$ cat src/ipca_pkg.sv
package ipca_pkg;

   // =====================================================================
   // register map (byte addresses, one aligned word each)
   localparam logic [4:0] IPCA_OFS_MASK = 5'h00;
   localparam logic [4:0] IPCA_OFS_TRIGGER = 5'h04;
   localparam logic [4:0] IPCA_OFS_VECTOR_BASE = 5'h08;
   localparam logic [4:0] IPCA_OFS_PENDING = 5'h0c;
   localparam logic [4:0] IPCA_OFS_SERVICE = 5'h10;
   localparam logic [4:0] IPCA_OFS_DONE = 5'h14;
   localparam logic [4:0] IPCA_OFS_STATUS = 5'h18;

   // =====================================================================
   // reset values and field layout
   localparam logic [7:0] IPCA_RST_MASK = 8'hff;
   localparam logic [7:0] IPCA_RST_TRIGGER = 8'h00;
   localparam logic [7:0] IPCA_RST_VECTOR_BASE = 8'h00;
   localparam int IPCA_BASE_LSB = 3;
   localparam logic [2:0] IPCA_SPURIOUS_LEVEL = 3'h7;

   // =====================================================================
   // bus answers
   localparam logic [1:0] IPCA_RESP_OKAY = 2'h0;
   localparam logic [1:0] IPCA_RESP_SLVERR = 2'h2;

   typedef enum logic [1:0] {
      ST_IDLE,
      ST_FIRST,
      ST_GAP,
      ST_SECOND
   } ipca_state_t;

   typedef struct packed {
      logic [7:0] mask;
      logic [7:0] level_mode;
      logic [7:0] vector_base;
   } ipca_cfg_t;

endpackage

$ cat src/ipca_top.sv
`timescale 1ns/1ps
module ipca_top
   import ipca_pkg::*;
(
   input wire logic SYS_CLK,
   input wire logic SRST,
   input wire logic [7:0] REQUEST_INPUTS,
   input wire logic ACKNOWLEDGE_PULSE,
   output logic CPU_MASKABLE_REQUEST_PIN,
   output logic [7:0] DATA_OUT,
   output logic DATA_OE,
   input wire logic [31:0] S_AXI_AWADDR,
   input wire logic S_AXI_AWVALID,
   output logic S_AXI_AWREADY,
   input wire logic [31:0] S_AXI_WDATA,
   input wire logic [3:0] S_AXI_WSTRB,
   input wire logic S_AXI_WVALID,
   output logic S_AXI_WREADY,
   output logic [1:0] S_AXI_BRESP,
   output logic S_AXI_BVALID,
   input wire logic S_AXI_BREADY,
   input wire logic [31:0] S_AXI_ARADDR,
   input wire logic S_AXI_ARVALID,
   output logic S_AXI_ARREADY,
   output logic [31:0] S_AXI_RDATA,
   output logic [1:0] S_AXI_RRESP,
   output logic S_AXI_RVALID,
   input wire logic S_AXI_RREADY
);

   // =====================================================================
   // input synchronisers: bit 8 is the acknowledge pulse
   logic [8:0] sync1_reg, sync2_reg, sync3_reg, filt_reg;
   logic [7:0] in_f;
   logic ack_f, ack_prev_reg, ack_rise, ack_fall;

   always_ff @(posedge SYS_CLK) begin
      if (SRST) begin
         sync1_reg <= 9'h000;
         sync2_reg <= 9'h000;
         sync3_reg <= 9'h000;
         filt_reg <= 9'h000;
         ack_prev_reg <= 1'b0;
      end else begin
         sync1_reg <= {ACKNOWLEDGE_PULSE, REQUEST_INPUTS};
         sync2_reg <= sync1_reg;
         sync3_reg <= sync2_reg;
         // a level counts only once stages two and three agree
         filt_reg <= (sync2_reg & sync3_reg) | (filt_reg & (sync2_reg ^ sync3_reg));
         ack_prev_reg <= filt_reg[8];
      end
   end

   assign in_f = filt_reg[7:0];
   assign ack_f = filt_reg[8];
   // acknowledge has no chip-select qualifier at all
   assign ack_rise = ack_f & ~ack_prev_reg;
   assign ack_fall = ~ack_f & ack_prev_reg;

   // =====================================================================
   // acknowledge sequence
   ipca_state_t state_reg, state_next;
   ipca_cfg_t cfg_reg;
   logic [7:0] edge_reg, req_reg, service_reg, cand, allowed, edge_next, req_next;
   logic [7:0] commit_bits, done_bits, service_next;
   logic [2:0] grant_reg, best;
   logic spur_reg, frozen, commit, any_req, done_wr;

   function automatic logic [2:0] lowest_set(input logic [7:0] v);
      logic [2:0] r;
      r = IPCA_SPURIOUS_LEVEL;
      for (int i = 7; i >= 0; i--) begin
         if (v[i]) begin
            r = i[2:0];
         end
      end
      return r;
   endfunction

   always_comb begin
      state_next = state_reg;
      unique case (state_reg)
         ST_IDLE: begin
            if (ack_rise) begin
               state_next = ST_FIRST;
            end
         end
         ST_FIRST: begin
            if (ack_fall) begin
               state_next = ST_GAP;
            end
         end
         ST_GAP: begin
            if (ack_rise) begin
               state_next = ST_SECOND;
            end
         end
         ST_SECOND: begin
            if (ack_fall) begin
               state_next = ST_IDLE;
            end
         end
      endcase
   end

   assign frozen = (state_reg != ST_IDLE);
   // service bit is set as the second pulse ends
   assign commit = (state_reg == ST_SECOND) & ack_fall & ~spur_reg;
   assign commit_bits = commit ? (8'h01 << grant_reg) : 8'h00;

   // =====================================================================
   // eight priority cells, level 0 the most urgent
   genvar g;
   generate
      for (g = 0; g < 8; g++) begin : g_cell
         // low input arms; granting disarms, and the disarm wins
         assign edge_next[g] = ~commit_bits[g] & (edge_reg[g] | ~in_f[g]);
         // edge mode needs an armed latch, level mode only the level
         assign req_next[g] = frozen ? req_reg[g]
                              : (in_f[g] & (cfg_reg.level_mode[g] | edge_reg[g]));
         // a level may interrupt only if nothing as urgent is in service
         assign allowed[g] = ~|service_reg[g:0];
      end
   endgenerate

   assign cand = req_reg & ~cfg_reg.mask & allowed;
   assign any_req = |cand;
   assign best = lowest_set(cand);
   // hardware set beats a same-cycle software clear
   assign service_next = (service_reg & ~done_bits) | commit_bits;

   always_ff @(posedge SYS_CLK) begin
      if (SRST) begin
         state_reg <= ST_IDLE;
         edge_reg <= 8'h00;
         req_reg <= 8'h00;
         service_reg <= 8'h00;
         grant_reg <= 3'h0;
         spur_reg <= 1'b0;
         DATA_OUT <= 8'h00;
         DATA_OE <= 1'b0;
         CPU_MASKABLE_REQUEST_PIN <= 1'b0;
      end else begin
         state_reg <= state_next;
         edge_reg <= edge_next;
         req_reg <= req_next;
         service_reg <= service_next;
         CPU_MASKABLE_REQUEST_PIN <= any_req;
         if ((state_reg == ST_GAP) && ack_rise) begin
            // resolved again now; nothing left gives the spurious level
            grant_reg <= best;
            spur_reg <= ~any_req;
            DATA_OUT <= {cfg_reg.vector_base[7:IPCA_BASE_LSB], best};
            DATA_OE <= 1'b1;
         end else if (state_reg != ST_SECOND || ack_fall) begin
            DATA_OE <= 1'b0;
         end
      end
   end

   // =====================================================================
   // AXI4-Lite slave: address and data accepted in either order
   logic aw_ok_reg, w_ok_reg, aw_ok_next, w_ok_next, bvalid_next, rvalid_next;
   logic aw_hs, w_hs, ar_hs, do_wr;
   logic [4:0] waddr_reg;
   logic [31:0] wdata_reg, rd_word;
   logic [3:0] wstrb_reg;
   logic wr_map, rd_map, wr_lane0;
   logic [4:0] raddr;

   assign aw_hs = S_AXI_AWVALID & S_AXI_AWREADY;
   assign w_hs = S_AXI_WVALID & S_AXI_WREADY;
   assign ar_hs = S_AXI_ARVALID & S_AXI_ARREADY;
   assign do_wr = aw_ok_reg & w_ok_reg;
   assign aw_ok_next = (aw_ok_reg | aw_hs) & ~do_wr;
   assign w_ok_next = (w_ok_reg | w_hs) & ~do_wr;
   assign bvalid_next = do_wr | (S_AXI_BVALID & ~S_AXI_BREADY);
   assign rvalid_next = ar_hs | (S_AXI_RVALID & ~S_AXI_RREADY);
   assign wr_lane0 = do_wr & wstrb_reg[0];
   assign wr_map = (waddr_reg <= IPCA_OFS_STATUS) & (waddr_reg[1:0] == 2'h0);
   assign done_wr = wr_lane0 & (waddr_reg == IPCA_OFS_DONE);
   assign done_bits = done_wr ? wdata_reg[7:0] : 8'h00;
   assign raddr = S_AXI_ARADDR[4:0];
   assign rd_map = (S_AXI_ARADDR[31:5] == 27'h0) & (raddr <= IPCA_OFS_STATUS) & (raddr[1:0] == 2'h0);

   always_comb begin
      rd_word = 32'h0;
      unique case (raddr)
         IPCA_OFS_MASK: rd_word[7:0] = cfg_reg.mask;
         IPCA_OFS_TRIGGER: rd_word[7:0] = cfg_reg.level_mode;
         IPCA_OFS_VECTOR_BASE: rd_word[7:0] = cfg_reg.vector_base;
         IPCA_OFS_PENDING: rd_word[7:0] = req_reg;
         IPCA_OFS_SERVICE: rd_word[7:0] = service_reg;
         IPCA_OFS_STATUS: rd_word[3:0] = {DATA_OE, frozen, spur_reg, CPU_MASKABLE_REQUEST_PIN};
         default: rd_word = 32'h0;
      endcase
   end

   always_ff @(posedge SYS_CLK) begin
      if (SRST) begin
         aw_ok_reg <= 1'b0;
         w_ok_reg <= 1'b0;
         waddr_reg <= 5'h00;
         wdata_reg <= 32'h0;
         wstrb_reg <= 4'h0;
         S_AXI_AWREADY <= 1'b0;
         S_AXI_WREADY <= 1'b0;
         S_AXI_BVALID <= 1'b0;
         S_AXI_BRESP <= IPCA_RESP_OKAY;
         S_AXI_ARREADY <= 1'b0;
         S_AXI_RVALID <= 1'b0;
         S_AXI_RDATA <= 32'h0;
         S_AXI_RRESP <= IPCA_RESP_OKAY;
         cfg_reg <= '{IPCA_RST_MASK, IPCA_RST_TRIGGER, IPCA_RST_VECTOR_BASE};
      end else begin
         aw_ok_reg <= aw_ok_next;
         w_ok_reg <= w_ok_next;
         S_AXI_AWREADY <= ~aw_ok_next & ~bvalid_next;
         S_AXI_WREADY <= ~w_ok_next & ~bvalid_next;
         S_AXI_BVALID <= bvalid_next;
         S_AXI_ARREADY <= ~rvalid_next;
         S_AXI_RVALID <= rvalid_next;
         if (aw_hs) begin
            waddr_reg <= (S_AXI_AWADDR[31:5] == 27'h0) ? S_AXI_AWADDR[4:0] : 5'h1f;
         end
         if (w_hs) begin
            wdata_reg <= S_AXI_WDATA;
            wstrb_reg <= S_AXI_WSTRB;
         end
         if (do_wr) begin
            S_AXI_BRESP <= wr_map ? IPCA_RESP_OKAY : IPCA_RESP_SLVERR;
         end
         if (wr_lane0 && waddr_reg == IPCA_OFS_MASK) begin
            cfg_reg.mask <= wdata_reg[7:0];
         end
         if (wr_lane0 && waddr_reg == IPCA_OFS_TRIGGER) begin
            cfg_reg.level_mode <= wdata_reg[7:0];
         end
         if (wr_lane0 && waddr_reg == IPCA_OFS_VECTOR_BASE) begin
            cfg_reg.vector_base <= wdata_reg[7:0];
         end
         if (ar_hs) begin
            S_AXI_RDATA <= rd_map ? rd_word : 32'h0;
            S_AXI_RRESP <= rd_map ? IPCA_RESP_OKAY : IPCA_RESP_SLVERR;
         end
      end
   end
endmodule // ipca_top

$ cat config.mk
export PLATFORM = sky130hd
export DESIGN_NAME = ipca_top
export DESIGN_NICKNAME = d
export VERILOG_FILES = /design/src/ipca_pkg.sv /design/src/ipca_top.sv
export SDC_FILE = /design/constraint.sdc
export NUM_CORES = 1
export LEC_CHECK = 0
export BUFFER_PORTS_ARGS = -buffer_cell sky130_fd_sc_hd__buf_2
export CORE_UTILIZATION = 43
export CTS_CLUSTER_DIAMETER = 80
export DETAILED_ROUTE_END_ITERATION = 10
export GPL_TIMING_DRIVEN = 0
export PLACE_DENSITY = 0.78
export SETUP_SLACK_MARGIN = 0.02
export SLEW_MARGIN = 30
export SYNTH_ARGS = -nofsm -noshare
export SYNTH_HDL_FRONTEND = slang
export SYNTH_SLANG_ARGS = --single-unit
export TNS_END_PERCENT = 30
$ cat constraint.sdc
create_clock -name SYS_CLK -period 2.3 [get_ports SYS_CLK]
set_clock_uncertainty 0.15 [all_clocks]
set_input_delay 0.115 -clock SYS_CLK [delete_from_list [all_inputs] [get_ports SYS_CLK]]
set_output_delay 0.115 -clock SYS_CLK [all_outputs]
set_load 0.005 [all_outputs]
Yosys cells after proc, flatten, opt, wreduce, memory -nomap -nowiden
Cells that the tools add are included.
{ "totals": {"register_bits": 158, "inputBits": 116, "out_inout_bits": 51, "elab_cells": 194} }
{ "classes": {"n_lt_le_gt_ge": 2, "eq_ne": 16, "shift": 1, "muxes": 22, "bitwise": 92, "reduce_logical": 31} }
{ "ops": {"columns": ["operator", "count"], "rows": [
  ["$logic_not A27 Y1", 2],
  ["$and A1 B1 Y1", 35],
  ["$not A1 Y1", 27],
  ["$and A8 B8 Y8", 3],
  ["$mux W8", 3],
  ["$pmux W4 S6", 1],
  ["$or A1 B1 Y1", 20],
  ["$pmux W4 S5", 1],
  ["$and A9 B9 Y9", 2],
  ["$mux W3", 6],
  ["$not A8 Y8", 2],
  ["$reduce_or A8 Y1", 2],
  ["$eq A5 B4 Y1 const B", 3],
  ["$eq A5 B5 Y1 const B", 3],
  ["$mux W2", 6],
  ["$eq A5 B3 Y1 const B", 2],
  ["$le A5 B5 Y1 const B", 2],
  ["$logic_not A5 Y1", 2],
  ["$ne A2 B2 Y1 const B", 5],
  ["$or A9 B9 Y9", 1],
  ["$xor A9 B9 Y9", 1],
  ["$logic_not A1 Y1", 8],
  ["$or A8 B8 Y8", 1],
  ["$pmux W2 S4", 1],
  ["16 further kinds", 25]
]} }

Longest topological paths before layout
Gate-level depths: netlist of the first run.
{ "logic_depth": {"word_depth": 10, "ltp_mapped": 7, "mapped_depth_nobuf": 6} }

Worst setup path after synthesis of the first run
Ideal clock, no wire load.
{ "synth_timing": {"kind": "register -> register", "start": "register state_reg[0]", "end": "register S_AXI_RDATA[2]", "setup_time_ns": 0.131, "arrival_ns": 1.443, "required_ns": 2.019, "setup_slack_ns": 0.576, "stages_incl_launch_ff": 8, "n_path_buf": 1, "period_less_slack_ns": 1.724, "cell_sequence": "dfxtp_1 inv_1 ha_1 buf_2 inv_2 mux4_2 a21oi_1 o31ai_1"} }
{ "synth_between": {"elab_chain_cells": 3} }
{ "synth_lines": {"columns": ["element", "line_no", "rtl"], "rows": [
  ["start: declaration", "ipca_top.sv:62", "ipca_state_t state_reg, state_next;"],
  ["start signal: assignment", "ipca_top.sv:144", "state_reg <= state_next;"],
  ["$reduce_bool A2 Y1", "ipca_top.sv:106", "assign frozen = (state_reg != ST_IDLE);"],
  ["$pmux W4 S6", "ipca_top.sv:188", "unique case (raddr)"],
  ["$mux W8", "ipca_top.sv:243", "S_AXI_RDATA <= rd_map ? rd_word : 32'h0;"],
  ["end signal: assignment", "ipca_top.sv:243", null],
  ["end: declaration", "ipca_top.sv:25", "output logic [31:0] S_AXI_RDATA,"]
]} }
No other way between the ends.
A chain may end at the register's enable or synchronous reset.

Worst setup path in the final report of the first run
{ "layout_timing": {"start": "register state_reg[0]", "end": "register edge_reg[3]"} }
{ "layout_between": {"elab_chain_cells": 6} }
{ "layout_lines": {"columns": ["element", "line_no", "rtl"], "rows": [
  ["$eq A2 B2 Y1", "ipca_top.sv:108", "assign commit = (state_reg == ST_SECOND) & ack_fall & ~spur_reg;"],
  ["$and A1 B1 Y1 (2 in series)", "ipca_top.sv:108", null],
  ["$mux W8", "ipca_top.sv:109", "assign commit_bits = commit ? (8'h01 << grant_reg) : 8'h00;"],
  ["$not A1 Y1", "ipca_top.sv:117", "assign edge_next[g] = ~commit_bits[g] & (edge_reg[g] | ~in_f[g]);"],
  ["$and A1 B1 Y1", "ipca_top.sv:117", null],
  ["end signal: assignment", "ipca_top.sv:145", "edge_reg <= edge_next;"],
  ["end: declaration", "ipca_top.sv:64", "logic [7:0] edge_reg, req_reg, service_reg, cand, allowed, edge_next, req_next;"]
]} }
No other way between the ends.

==> results by stage, run 1 <==
Global route:
- The first global-routing pass estimated 22.9 mm of wire.
- The initial antenna violation count is 0.
- The overall track demand over capacity in global routing is 22.5%.
- Global routing finished with a remaining overflow of 0.
- Entering global routing, the biggest net connects 17 pins.
- The via count of the first global-routing pass is 4682.

Drt:
- For this block, the initial DRC count from the detailed router was 372.
- The length of the first detailed-routing pass in iterations is 5.
- The remaining number of nets flagged by the antenna check after routing is 0.
- The final routed wirelength across all metal layers is 14.2 mm.
- The routed layout has 4947 vias.
- Dividing the detail-routed via count by the number of cells gives 5.07.
- After detailed routing, the number of remaining DRC violations is 0.
- Dividing the detail-routed wire length by the instance count gives 14.6 µm.

Synth:
- The number of synthesis warnings is 0.
- Summing the sequential cell areas from Yosys gives 46.5% of the chip area.
- sky130_fd_sc_hd__dfxtp_1 takes more of the synthesized area than any other cell.
- The adder-cell share of the synthesized area is 2.93%.
- The synthesized design devotes to its leading area cell type 46.5% of total area.
- The top flip-flop cell by instance count after synthesis is sky130_fd_sc_hd__dfxtp_1.
- The share of flip-flops with an asynchronous set or reset after synthesis is 0%.
- The parity-gate share of the synthesized area counting xor and xnor cells is 0%.
- The synthesized area per cell is 9.21 µm².
- The cell area after technology mapping is 5550 µm².
- Synthesis produced 603 cells.
- The proportion of synthesized area in mux cells is 6.80%.
- The count of flip-flops with a built-in enable after synthesis is 0.
- The fraction of the mapped netlist area in compound gates is 14.8%.
- In the post-synthesis netlist, the biggest area contributors are sky130_fd_sc_hd__dfxtp_1, sky130_fd_sc_hd__mux2i_1, sky130_fd_sc_hd__nor2b_1.
- The dominant combinational cell family by area after synthesis is simple AND/OR/NAND/NOR gates.
- Synthesis inferred 129 register bits.
- The netlist uses 59 different library cells.
- The area fraction in and, or, nand and nor cells after synthesis is 21.7%.

Worst setup path:
- The critical path required time is 2.46 ns.
- The endpoint arrival time on the critical path is 2.29 ns.
- The highest fanout seen on the critical path is 7.
- The worst stage delay on the critical path is 0.64 ns.
- STA classifies the critical path endpoint as a flip-flop.
- By startpoint and endpoint, the worst setup path is classified as reg -> reg.
- STA classifies the critical path startpoint as a flip-flop.
- The slowest stage cell on the critical path is sky130_fd_sc_hd__nor4_2.
- The critical path goes through ha_1, inv_1, nor4_2, nand3_1, and3_1.

Clock network:
- Once the clock tree was built, the setup fixing pass inserted 0 buffers.
- The number of levels the H-tree was split into is 4.
- After clock tree synthesis, the clock-pin slew on the worst setup and hold paths is 0.06 ns.
- The clock latency at the later pin of the worst-skew pair is 0.42 ns.
- TritonCTS built the clock tree.
- The number of sinks driven by the clock tree is 129.
- CTS placed an instance of sky130_fd_sc_hd__clkbuf_16 at the clock tree root.
- The maximum buffer depth of the clock tree is 2.
- The number of buffers added by the clock tree synthesis step is 17.

Die:
- The floorplan step defined a die boundary enclosing 13400 µm².
- The effective utilization at floorplan is 44.0%.
- The core area is 12600 µm².
- 167 I/O pins were placed.
- Measured along the x axis, the die boundary spans 116 µm.
- In this run the core area contains 41 standard-cell rows.
- The vertical die dimension is 116 µm.

STA:
- Timing would allow up to 469 MHz.
- Setup repair after global routing could not meet its margin everywhere.
- The number of pins with negative max-slew slack in the final report is 0.
- The final critical-path required period is 2.13 ns.
- At the pin with the least slew margin, the transition time is 0.815 ns.
- The fraction of the cycle the final worst path needs is 92.7%.
- The setup TNS is 0 ns.
- Setup slack on the critical path of the routed design comes to 0.169 ns.
- Setup violations remaining at the end of the flow were counted as 0.
- Measured against its own limit, the worst slew margin works out to 45.7%.
- The number of hold violations in the final report is 0.

Cells and area:
- The layout overhead on the synthesized area is 31.7%.
- Cells fill 57.9% of the core in the end.
- Fill cells in the final layout number 1165.
- In the final layout, the share of cells above drive strength 1 is 23.5%.
- The library cell used most frequently in the layout, excluding fill and tap cells, is sky130_fd_sc_hd__dfxtp_1.
- The number of antenna diodes in the final layout is 0.
- The flip-flop count of the largest register, all copies and words added is 24.
- Summing all non-filler instances in the final layout gives an area of 7310 µm².
- The final net count is 920.
- The library cells used most frequently in the layout, excluding fill and tap cells, are sky130_fd_sc_hd__dfxtp_1, sky130_fd_sc_hd__buf_2, sky130_fd_sc_hd__a21oi_1, sky130_fd_sc_hd__nor2_1, sky130_fd_sc_hd__nand2_1.

Power and ir drop:
- The completed layout was analyzed and its total power is 5.16 mW.
- In this run the power density over the cells is 705 nW/µm².
- IR analysis of the VDD net gives a maximum drop of 0.480 mV.
- For this design the static power due to leakage is 3.18 nW.

Min path:
- The type of the tightest min-delay check is in -> reg.

Place:
- Prior to clock tree synthesis, the placed netlist has a worst setup slack of 0.149 ns.
- Detailed placement finished with a half-perimeter wire length of 10.3 mm.
- After detailed placement, the total cell area comes to 6410 µm².
- Port buffering added 110 buffers.
- The final estimated routing congestion in global placement is 0.940.

Run:
- The count of maximum capacitance violations is 0.

Status:
- The run finished with clean final reports.
## cell families (layout without fill, tap and decap cells)
group / after synthesis / after routing
flip-flops: 129 / 129
multiplexers: 36 / 36
other: 1 / 26
AND/OR/NAND/NOR: 222 / 222
buffers and inverters: 75 / 250
AO/OA/AOI/OAI: 127 / 127
adder cells (fa/ha/maj): 13 / 13
## synthesized netlist by cell type, drive strengths merged (2+ instances only)
library cell	n
and3	5
dfxtp	129
mux2i	31
a211o	4
a311oi	2
a221oi	9
clkbuf	17
nor3	6
nor2b	42
ha	13
nor2	51
nand4b	3
o211ai	9
buf	36
mux2	4
nor4	17
or4	2
o21a	8
nand2	48
o21ai	20
nand3b	11
a21oi	51
nand4	4
a21bo	4
inv	22
a211oi	7
nand3	10
and2	3
nor3b	4
or4b	2
nand2b	8
and4	2
a22o	3
## report_power, final
part           switching [mW]  internal [mW]  leakage (nW)
logic                   0.166          0.193          1.87
clock network            1.01           1.47         0.253
registers              0.0362           2.29          1.05
total                    1.21           3.95          3.18
## cell type report
class,instances,area (µm²),share of cell area (%)
Multi-Input combinational cell,424,2670,36.6
Sequential cell,129,2580,35.3
Tap cell,172,215,2.94
Buffer,52,315,4.31
Timing Repair Buffer,145,901,12.3
Inverter,22,82.6,1.13
Clock buffer,17,425,5.82
Clock inverter,14,118,1.61
## worst max-delay path: cells and delay by family (launching register included)
kind                       cells  cell delay, ns
and+or+nand+nor                3            1.07
buffers and inverters          1            0.12
adders and majority gates      1            0.28
DFF                            1            0.40
## metal layers
layer	wire length [µm]	up-vias	GRT usage [%]
met1	6240	2312	27.2
li1	-	2448	-
met3	1050	27	7.69
met4	303	0	8.72
met5	0	-	0
met2	6630	160	36.8
## path summary, 6_finish.rpt
check	start	to	slack [ns]	cells past startpoint
setup / recovery	state_reg[0]	edge_reg[3]	0.17	5
setup reg to reg	state_reg[0]	edge_reg[3]	0.17	5
hold / removal	S_AXI_ARADDR[1]	S_AXI_RDATA[1]	0.01	4
hold reg to reg	sync1_reg[2]	sync2_reg[2]	0.28	1
## repair_timing
action	CTS	global route
hold endpoints to repair	37	0
gates resized for setup	0	1
hold buffers	35	0
endpoints found under the setup margin	0	5
## metrics by stage
stage	instances	hold slack, ns
final	975	0.0115
after CTS	976	0.00103
after global routing	975	0.0227
after floorplan	628	0.0890
after detailed placement	910	0.179
after global placement	910	0.176
Note: power is estimated with default switching activity, not from simulation.
==> inputs of run 2 (changes only) <==
--- a/config.mk
+++ b/config.mk
@@ -9,2 +9,3 @@
 export CORE_UTILIZATION = 43
+export CTS_BUF_LIST = sky130_fd_sc_hd__clkbuf_4
 export CTS_CLUSTER_DIAMETER = 80
==> constraint.sdc (replaced) <==
create_clock -name SYS_CLK -period 2.3 [get_ports SYS_CLK]
set_clock_uncertainty 0.15 [all_clocks]
set_input_delay 0.23 -clock SYS_CLK [delete_from_list [all_inputs] [get_ports SYS_CLK]]
set_output_delay 0.23 -clock SYS_CLK [all_outputs]
set_load 0.005 [all_outputs]
==> results by stage, run 2 (synthesis results as in run 1) <==
Global route:
- The via count of the first global-routing pass is 4640 (was 4682).
- The overall track demand over capacity in global routing is 21.9% (was 22.5%).
- The maximum number of pins on one net before global-route repair is 17 (unchanged).
- The wire length of the first global-routing pass is 22.5 mm (was 22.9 mm).
- The initial antenna violation count is 0 (unchanged).
- The overflow left after global routing is 0 (unchanged).

Run:
- The count of maximum capacitance violations came to 0 (unchanged).

Power and ir drop:
- The worst voltage drop across the vdd grid is 0.420 mV (was 0.480 mV).
- The total power of the final layout is 4.06 mW (was 5.16 mW).
- The static leakage is 3.05 nW (was 3.18 nW).
- The internal power component is 3.00 mW (was 3.95 mW).
- The sequential share of power is 57.1% (was 45.1%).
- The power share of the combinational group is 8.8% (was 7.0%).
- The power per cell area is 579 nW/µm² (was 705 nW/µm²).
- The switching power of the nets is 1.06 mW (was 1.21 mW).
- The switching share of power is 26.1% (was 23.4%).
- The clock group share of total power is 34.1% (was 48.0%).

Clock network:
- The maximum buffer depth of the clock tree is 2 (unchanged).
- The number of buffers added by the clock tree synthesis step is 17 (unchanged).
- The clock-pin slew reported for the worst setup and hold paths after clock tree synthesis was 0.12 ns (was 0.06 ns).
- The clock latency at the later pin of the worst-skew pair is 0.54 ns (was 0.42 ns).
- The number of sinks driven by the clock tree came to 129 (unchanged).
- The library cell used as clock root buffer was sky130_fd_sc_hd__clkbuf_4 (was sky130_fd_sc_hd__clkbuf_16).
- The number of levels the H-tree was split into was 4 (unchanged).
- The TritonCTS clock tree is yes (unchanged).

Cells and area:
- The most common cell after layout, fill and taps aside is sky130_fd_sc_hd__dfxtp_1 (unchanged).
- The fraction of layout instances using a drive strength above 1 came to 23.7% (was 23.5%).
- The utilization after layout is 55.6% (was 57.9%).
- The flip-flop count of the largest register, all copies and words added is 24 (unchanged).
- The layout overhead on the synthesized area is 26.3% (was 31.7%).
- The number of antenna cells inserted came to 0 (unchanged).
- The final net count is 920 (unchanged).
- Most used cells in the layout excluding fill and tap cells: sky130_fd_sc_hd__dfxtp_1, sky130_fd_sc_hd__buf_2, sky130_fd_sc_hd__a21oi_1, sky130_fd_sc_hd__nor2_1, sky130_fd_sc_hd__nand2_1 (unchanged).

Worst setup path:
- The highest fanout seen on the critical path is 8 (was 7).
- The endpoint kind of the worst setup timing path is a flip-flop (unchanged).
- The endpoint arrival time on the critical path was 2.42 ns (was 2.29 ns).
- Critical path cell sequence: and2_1, and4_1, nand4_1, o21a_1, dlygate4sd3_1 (was ha_1, inv_1, nor4_2, nand3_1, and3_1).
- The critical path required time is 2.59 ns (was 2.46 ns).
- The critical path launch point type is a flip-flop (unchanged).
- The startpoint-to-endpoint class of the critical path is reg -> reg (unchanged).
- The number of buffer and inverter stages on the critical path was 1 (unchanged).
- The largest delay contributor family on the critical path is simple AND/OR/NAND/NOR gates (unchanged).
- The worst stage delay on the critical path is 0.56 ns (was 0.64 ns).
- The slowest stage cell on the critical path is sky130_fd_sc_hd__dlygate4sd3_1 (was sky130_fd_sc_hd__nor4_2).

Status:
- Result of the run: finished, final reports clean (unchanged).

STA:
- Setup repair after global routing missed its margin: true (unchanged).
- The setup TNS is 0 ns (unchanged).
- The final critical-path required period is 2.13 ns (about the same).
- The number of hold violations in the final report is 0 (unchanged).
- The slew at the pin closest to its max-slew limit is 0.712 ns (was 0.815 ns).
- The final-report setup violation count is 0 (unchanged).
- The smallest setup slack after layout is 0.169 ns (about the same).
- The achievable frequency was 469 MHz (about the same).
- The normalized max-slew margin came to 52.1% (was 45.7%).
- The fraction of the cycle the final worst path needs is 92.6% (was 92.7%).
- The number of pins with negative max-slew slack in the final report came to 0 (unchanged).

Die:
- The overall die area is 13400 µm² (unchanged).
- The vertical die dimension is 116 µm (unchanged).
- The boundary pin count is 167 (unchanged).
- The effective utilization at floorplan was 44.0% (unchanged).
- The core area is 12600 µm² (unchanged).
- The number of core rows is 41 (unchanged).
- The die span in x came to 116 µm (unchanged).

Drt:
- The length of the first detailed-routing pass in iterations is 5 (unchanged).
- The remaining number of nets flagged by the antenna check after routing is 0 (unchanged).
- The count of unresolved DRC violations after routing came to 0 (unchanged).
- The mean routed wirelength per cell is 14.2 µm (was 14.6 µm).
- The starting DRC count in detailed routing came to 325 (was 372).
- The final routed wirelength across all metal layers was 13.9 mm (was 14.2 mm).
- The ratio of routed vias to standard cells is 5.05 (was 5.07).
- The vias after detailed routing is 4922 (was 4947).

Place:
- The final estimated routing congestion in global placement is 0.940 (unchanged).
- The count of port buffers added during placement is 110 (unchanged).
- The pre-CTS setup slack is 0.149 ns (unchanged).
- The detailed placer's ending HPWL is 10.3 mm (unchanged).

Min path:
- The type of the tightest min-delay check was in -> reg (unchanged).
run 2: cell counts in the layout (fill, tap and decap cells not counted):
Identical to the previous run, type by type.
run 2: routing by layer:
layer,track usage (%),vias up,part of all wire (%)
met4,9.57,0,2.5
li1,-,2449,-
met3,6.54,28,7.8
met2,36.2,156,46
met1,26.5,2289,44
met5,0,-,0
run 2: per-stage QoR:
| stage | cell area (µm²) | std cells | hold WS, ns |
|---|---|---|---|
| floorplan | 5650 | 628 | 0.204 |
| global placement | 6410 | 910 | 0.268 |
| detailed placement | 6410 | 910 | 0.271 |
| CTS | 7010 | 976 | 0.00148 |
| global route | 7020 | 975 | 0.00731 |
| finish | 7020 | 975 | 0.00313 |
run 2: repair_timing:
item / in CTS / in global routing
hold endpoints to repair: 42 / 0
setup endpoints to repair: 0 / 6
resized for setup: 0 / 2
hold buffers: 35 / 0
setup buffers: 0 / 0
run 2: final cells by class:
cell class	instances	area [µm²]
fillers	1205	5600
multi-input cells	424	2670
flip-flops and latches	129	2580
repair buffers	145	901
plain buffers	52	315
well taps	172	215
clock buffers	17	128
clock inverters	14	118
inverters	22	82.6
run 2: path summary, 6_finish.rpt:
path,from,end,slack [ns],cells after the start
max,S_AXI_AWREADY,waddr_reg[3],0.17,5
min,S_AXI_AWVALID,S_AXI_AWREADY,0.003,3
max reg2reg,S_AXI_AWREADY,waddr_reg[3],0.17,5
min reg2reg,sync1_reg[2],sync2_reg[2],0.30,1
run 2: power by group through the flow:
stage	combinational [mW]	sequential, mW	clock (mW)
2_1_floorplan	0.182	2.36	0
3_3_place_gp	0.302	2.37	0
3_5_place_dp	0.307	2.37	0
4_1_cts	0.355	2.32	1.41
5_1_grt	0.399	2.33	1.51
6_report	0.358	2.32	1.38
run 2: worst min-delay path: stages:
cell and delay [ns]:
sky130_fd_sc_hd__buf_2 0.07, sky130_fd_sc_hd__and2_1 0.26, sky130_fd_sc_hd__nor4_1 0.07
==> inputs of run 3 (changes only) <==
MAX_ROUTING_LAYER = met4   (was unset)
RECOVER_POWER = 50   (was unset)
==> results by stage, run 3 (synthesis results as in run 1) <==
Clock network:
- The number of sinks driven by the clock tree is 129 (unchanged).
- The library cell used as clock root buffer is sky130_fd_sc_hd__clkbuf_4 (unchanged).
- The clock latency at the later pin of the worst-skew pair is 0.54 ns (about the same).
- The number of setup buffers added after CTS is 0 (unchanged).
- The TritonCTS clock tree is yes (unchanged).
- The clock-pin slew reported for the worst setup and hold paths after clock tree synthesis was 0.11 ns (was 0.12 ns).
- The number of buffers added by the clock tree synthesis step is 17 (unchanged).
- The number of levels the H-tree was split into is 4 (unchanged).
- The maximum buffer depth of the clock tree is 2 (unchanged).

Die:
- The die span in x is 116 µm (unchanged).
- The number of core rows came to 41 (unchanged).
- The overall die area is 13400 µm² (unchanged).
- The effective utilization at floorplan is 44.0% (unchanged).
- The boundary pin count is 167 (unchanged).
- The core area is 12600 µm² (unchanged).
- The vertical die dimension was 116 µm (unchanged).

STA:
- The setup TNS came to 0 ns (unchanged).
- The slew at the pin closest to its max-slew limit is 0.716 ns (was 0.712 ns).
- Setup repair after global routing missed its margin: false (was true).
- The final critical-path required period is 2.13 ns (about the same).
- The fraction of the cycle the final worst path needs came to 92.6% (about the same).
- The normalized max-slew margin is 51.9% (was 52.1%).
- The achievable frequency is 470 MHz (was 469 MHz).
- The worst hold slack after final layout is 0.0201 ns (was 0.00313 ns).
- The final-report setup violation count is 0 (unchanged).
- The number of hold violations in the final report came to 0 (unchanged).
- The number of pins with negative max-slew slack in the final report is 0 (unchanged).

Status:
- Result of the run: finished, final reports clean (unchanged).

Cells and area:
- The number of antenna cells inserted is 0 (unchanged).
- The most common cell after layout, fill and taps aside is sky130_fd_sc_hd__dfxtp_1 (unchanged).
- The fraction of layout instances using a drive strength above 1 is 21.7% (was 23.7%).
- The final net count is 922 (was 920).
- Most used cells in the layout excluding fill and tap cells: sky130_fd_sc_hd__dfxtp_1, sky130_fd_sc_hd__buf_2, sky130_fd_sc_hd__a21oi_1, sky130_fd_sc_hd__nor2_1, sky130_fd_sc_hd__nand2_1 (unchanged).
- The flip-flop count of the largest register, all copies and words added came to 24 (unchanged).
- The layout overhead on the synthesized area is 27.6% (was 26.3%).
- The layout filler cell count is 1208 (was 1205).

Worst setup path:
- The worst stage delay on the critical path is 0.55 ns (was 0.56 ns).
- The number of buffer and inverter stages on the critical path is 1 (unchanged).
- The critical path launch point type is a flip-flop (unchanged).
- The endpoint arrival time on the critical path came to 2.41 ns (was 2.42 ns).
- The startpoint-to-endpoint class of the critical path was reg -> reg (unchanged).
- The endpoint kind of the worst setup timing path is a flip-flop (unchanged).
- The slowest stage cell on the critical path is sky130_fd_sc_hd__dlygate4sd3_1 (unchanged).
- The largest delay contributor family on the critical path is simple AND/OR/NAND/NOR gates (unchanged).
- The critical path required time came to 2.58 ns (was 2.59 ns).
- Critical path cell sequence: and2_1, and4_1, nand4_1, o21a_1, dlygate4sd3_1 (unchanged).
- The highest fanout seen on the critical path is 8 (unchanged).

Min path:
- The type of the tightest min-delay check is in -> reg (unchanged).

Drt:
- The mean routed wirelength per cell is 14.5 µm (was 14.2 µm).
- The starting DRC count in detailed routing was 337 (was 325).
- The final routed wirelength across all metal layers is 14.2 mm (was 13.9 mm).
- The remaining number of nets flagged by the antenna check after routing is 0 (unchanged).
- The vias after detailed routing was 4969 (was 4922).
- The count of unresolved DRC violations after routing is 0 (unchanged).
- The ratio of routed vias to standard cells is 5.08 (was 5.05).
- The length of the first detailed-routing pass in iterations was 5 (unchanged).

Power and ir drop:
- The worst voltage drop across the vdd grid was 0.644 mV (was 0.420 mV).
- The static leakage was 3.04 nW (was 3.05 nW).
- The power per cell area is 611 nW/µm² (was 579 nW/µm²).

Place:
- The detailed placer's ending HPWL was 10.3 mm (about the same).
- The final estimated routing congestion in global placement came to 0.920 (was 0.940).
- The count of port buffers added during placement was 110 (unchanged).

Global route:
- The maximum number of pins on one net before global-route repair is 17 (unchanged).
- The wire length of the first global-routing pass came to 22.6 mm (was 22.5 mm).
- The via count of the first global-routing pass is 4572 (was 4640).
- The overflow left after global routing is 0 (unchanged).
- The overall track demand over capacity in global routing came to 22.9% (was 21.9%).
- The initial antenna violation count came to 0 (unchanged).

Run:
- The count of maximum capacitance violations is 0 (unchanged).
[run 3: changes by cell type in the layout (fill, tap and decap cells not counted), sizes merged]
cell / change
clkinv: +1
clkinvlp: -4
bufinv: +2
buf: -14
dlygate4sd3: +2
inv: +2
clkbuf: +14
[run 3: layout make-up]
cell class              instances  area [µm²]  share of cell area (%)
flip-flops and latches        129        2580                    36.4
multi-input cells             424        2680                    37.8
clock buffers                  17         128                    1.80
inverters                      22        82.6                    1.16
repair buffers                147         903                    12.7
well taps                     172         215                    3.04
plain buffers                  52         315                    4.45
clock inverters                15         181                    2.56
[run 3: stage by stage]
step	instance area, µm²	utilization (%)	instances	setup slack, ns	power (mW)
after CTS	7090	56.2	979	0.0769	4.35
after floorplan	5650	-	628	0.576	2.55
final	7090	56.2	978	0.170	4.33
after global placement	6410	50.8	910	0.193	2.68
after detailed placement	6410	50.8	910	0.168	2.68
after global routing	7090	56.2	978	0.0289	4.51
[run 3: layer usage]
layer	share of wire [%]	vias to the layer above	track usage [%]
li1	-	2457	-
met5	0	-	-
met4	1.7	0	7.86
met2	48	179	38.0
met3	5.9	24	4.50
met1	45	2309	27.7
[run 3: final timing paths]
path	endpoint	slack (ns)	from	depth (start not counted)
setup / recovery	waddr_reg[0]	0.17	S_AXI_AWREADY	5
hold reg to reg	sync2_reg[8]	0.30	sync1_reg[8]	1
hold / removal	S_AXI_AWREADY	0.02	S_AXI_AWVALID	3
setup reg to reg	waddr_reg[0]	0.17	S_AXI_AWREADY	5
[run 3: report_power, final]
| group | total, mW | leakage (nW) | switching (mW) | internal [mW] |
|---|---|---|---|---|
| Combinational | 0.361 | 1.83 | 0.168 | 0.193 |
| Sequential | 2.32 | 1.05 | 0.0368 | 2.29 |
| Clock | 1.65 | 0.163 | 0.884 | 0.765 |
| Total | 4.33 | 3.04 | 1.09 | 3.24 |
[run 3: worst min-delay path, delay by kind of cell]
| family | cells | cell delay [ns] |
|---|---|---|
| buffers and inverters | 1 | 0.07 |
| AND/OR/NAND/NOR | 2 | 0.35 |
[run 3: timing repair]
item                                    in CTS  in global routing
hold buffers                                37                  0
hold endpoints to repair                    42                  0
endpoints found under the setup margin       0                  6
resized for setup                            0                  2
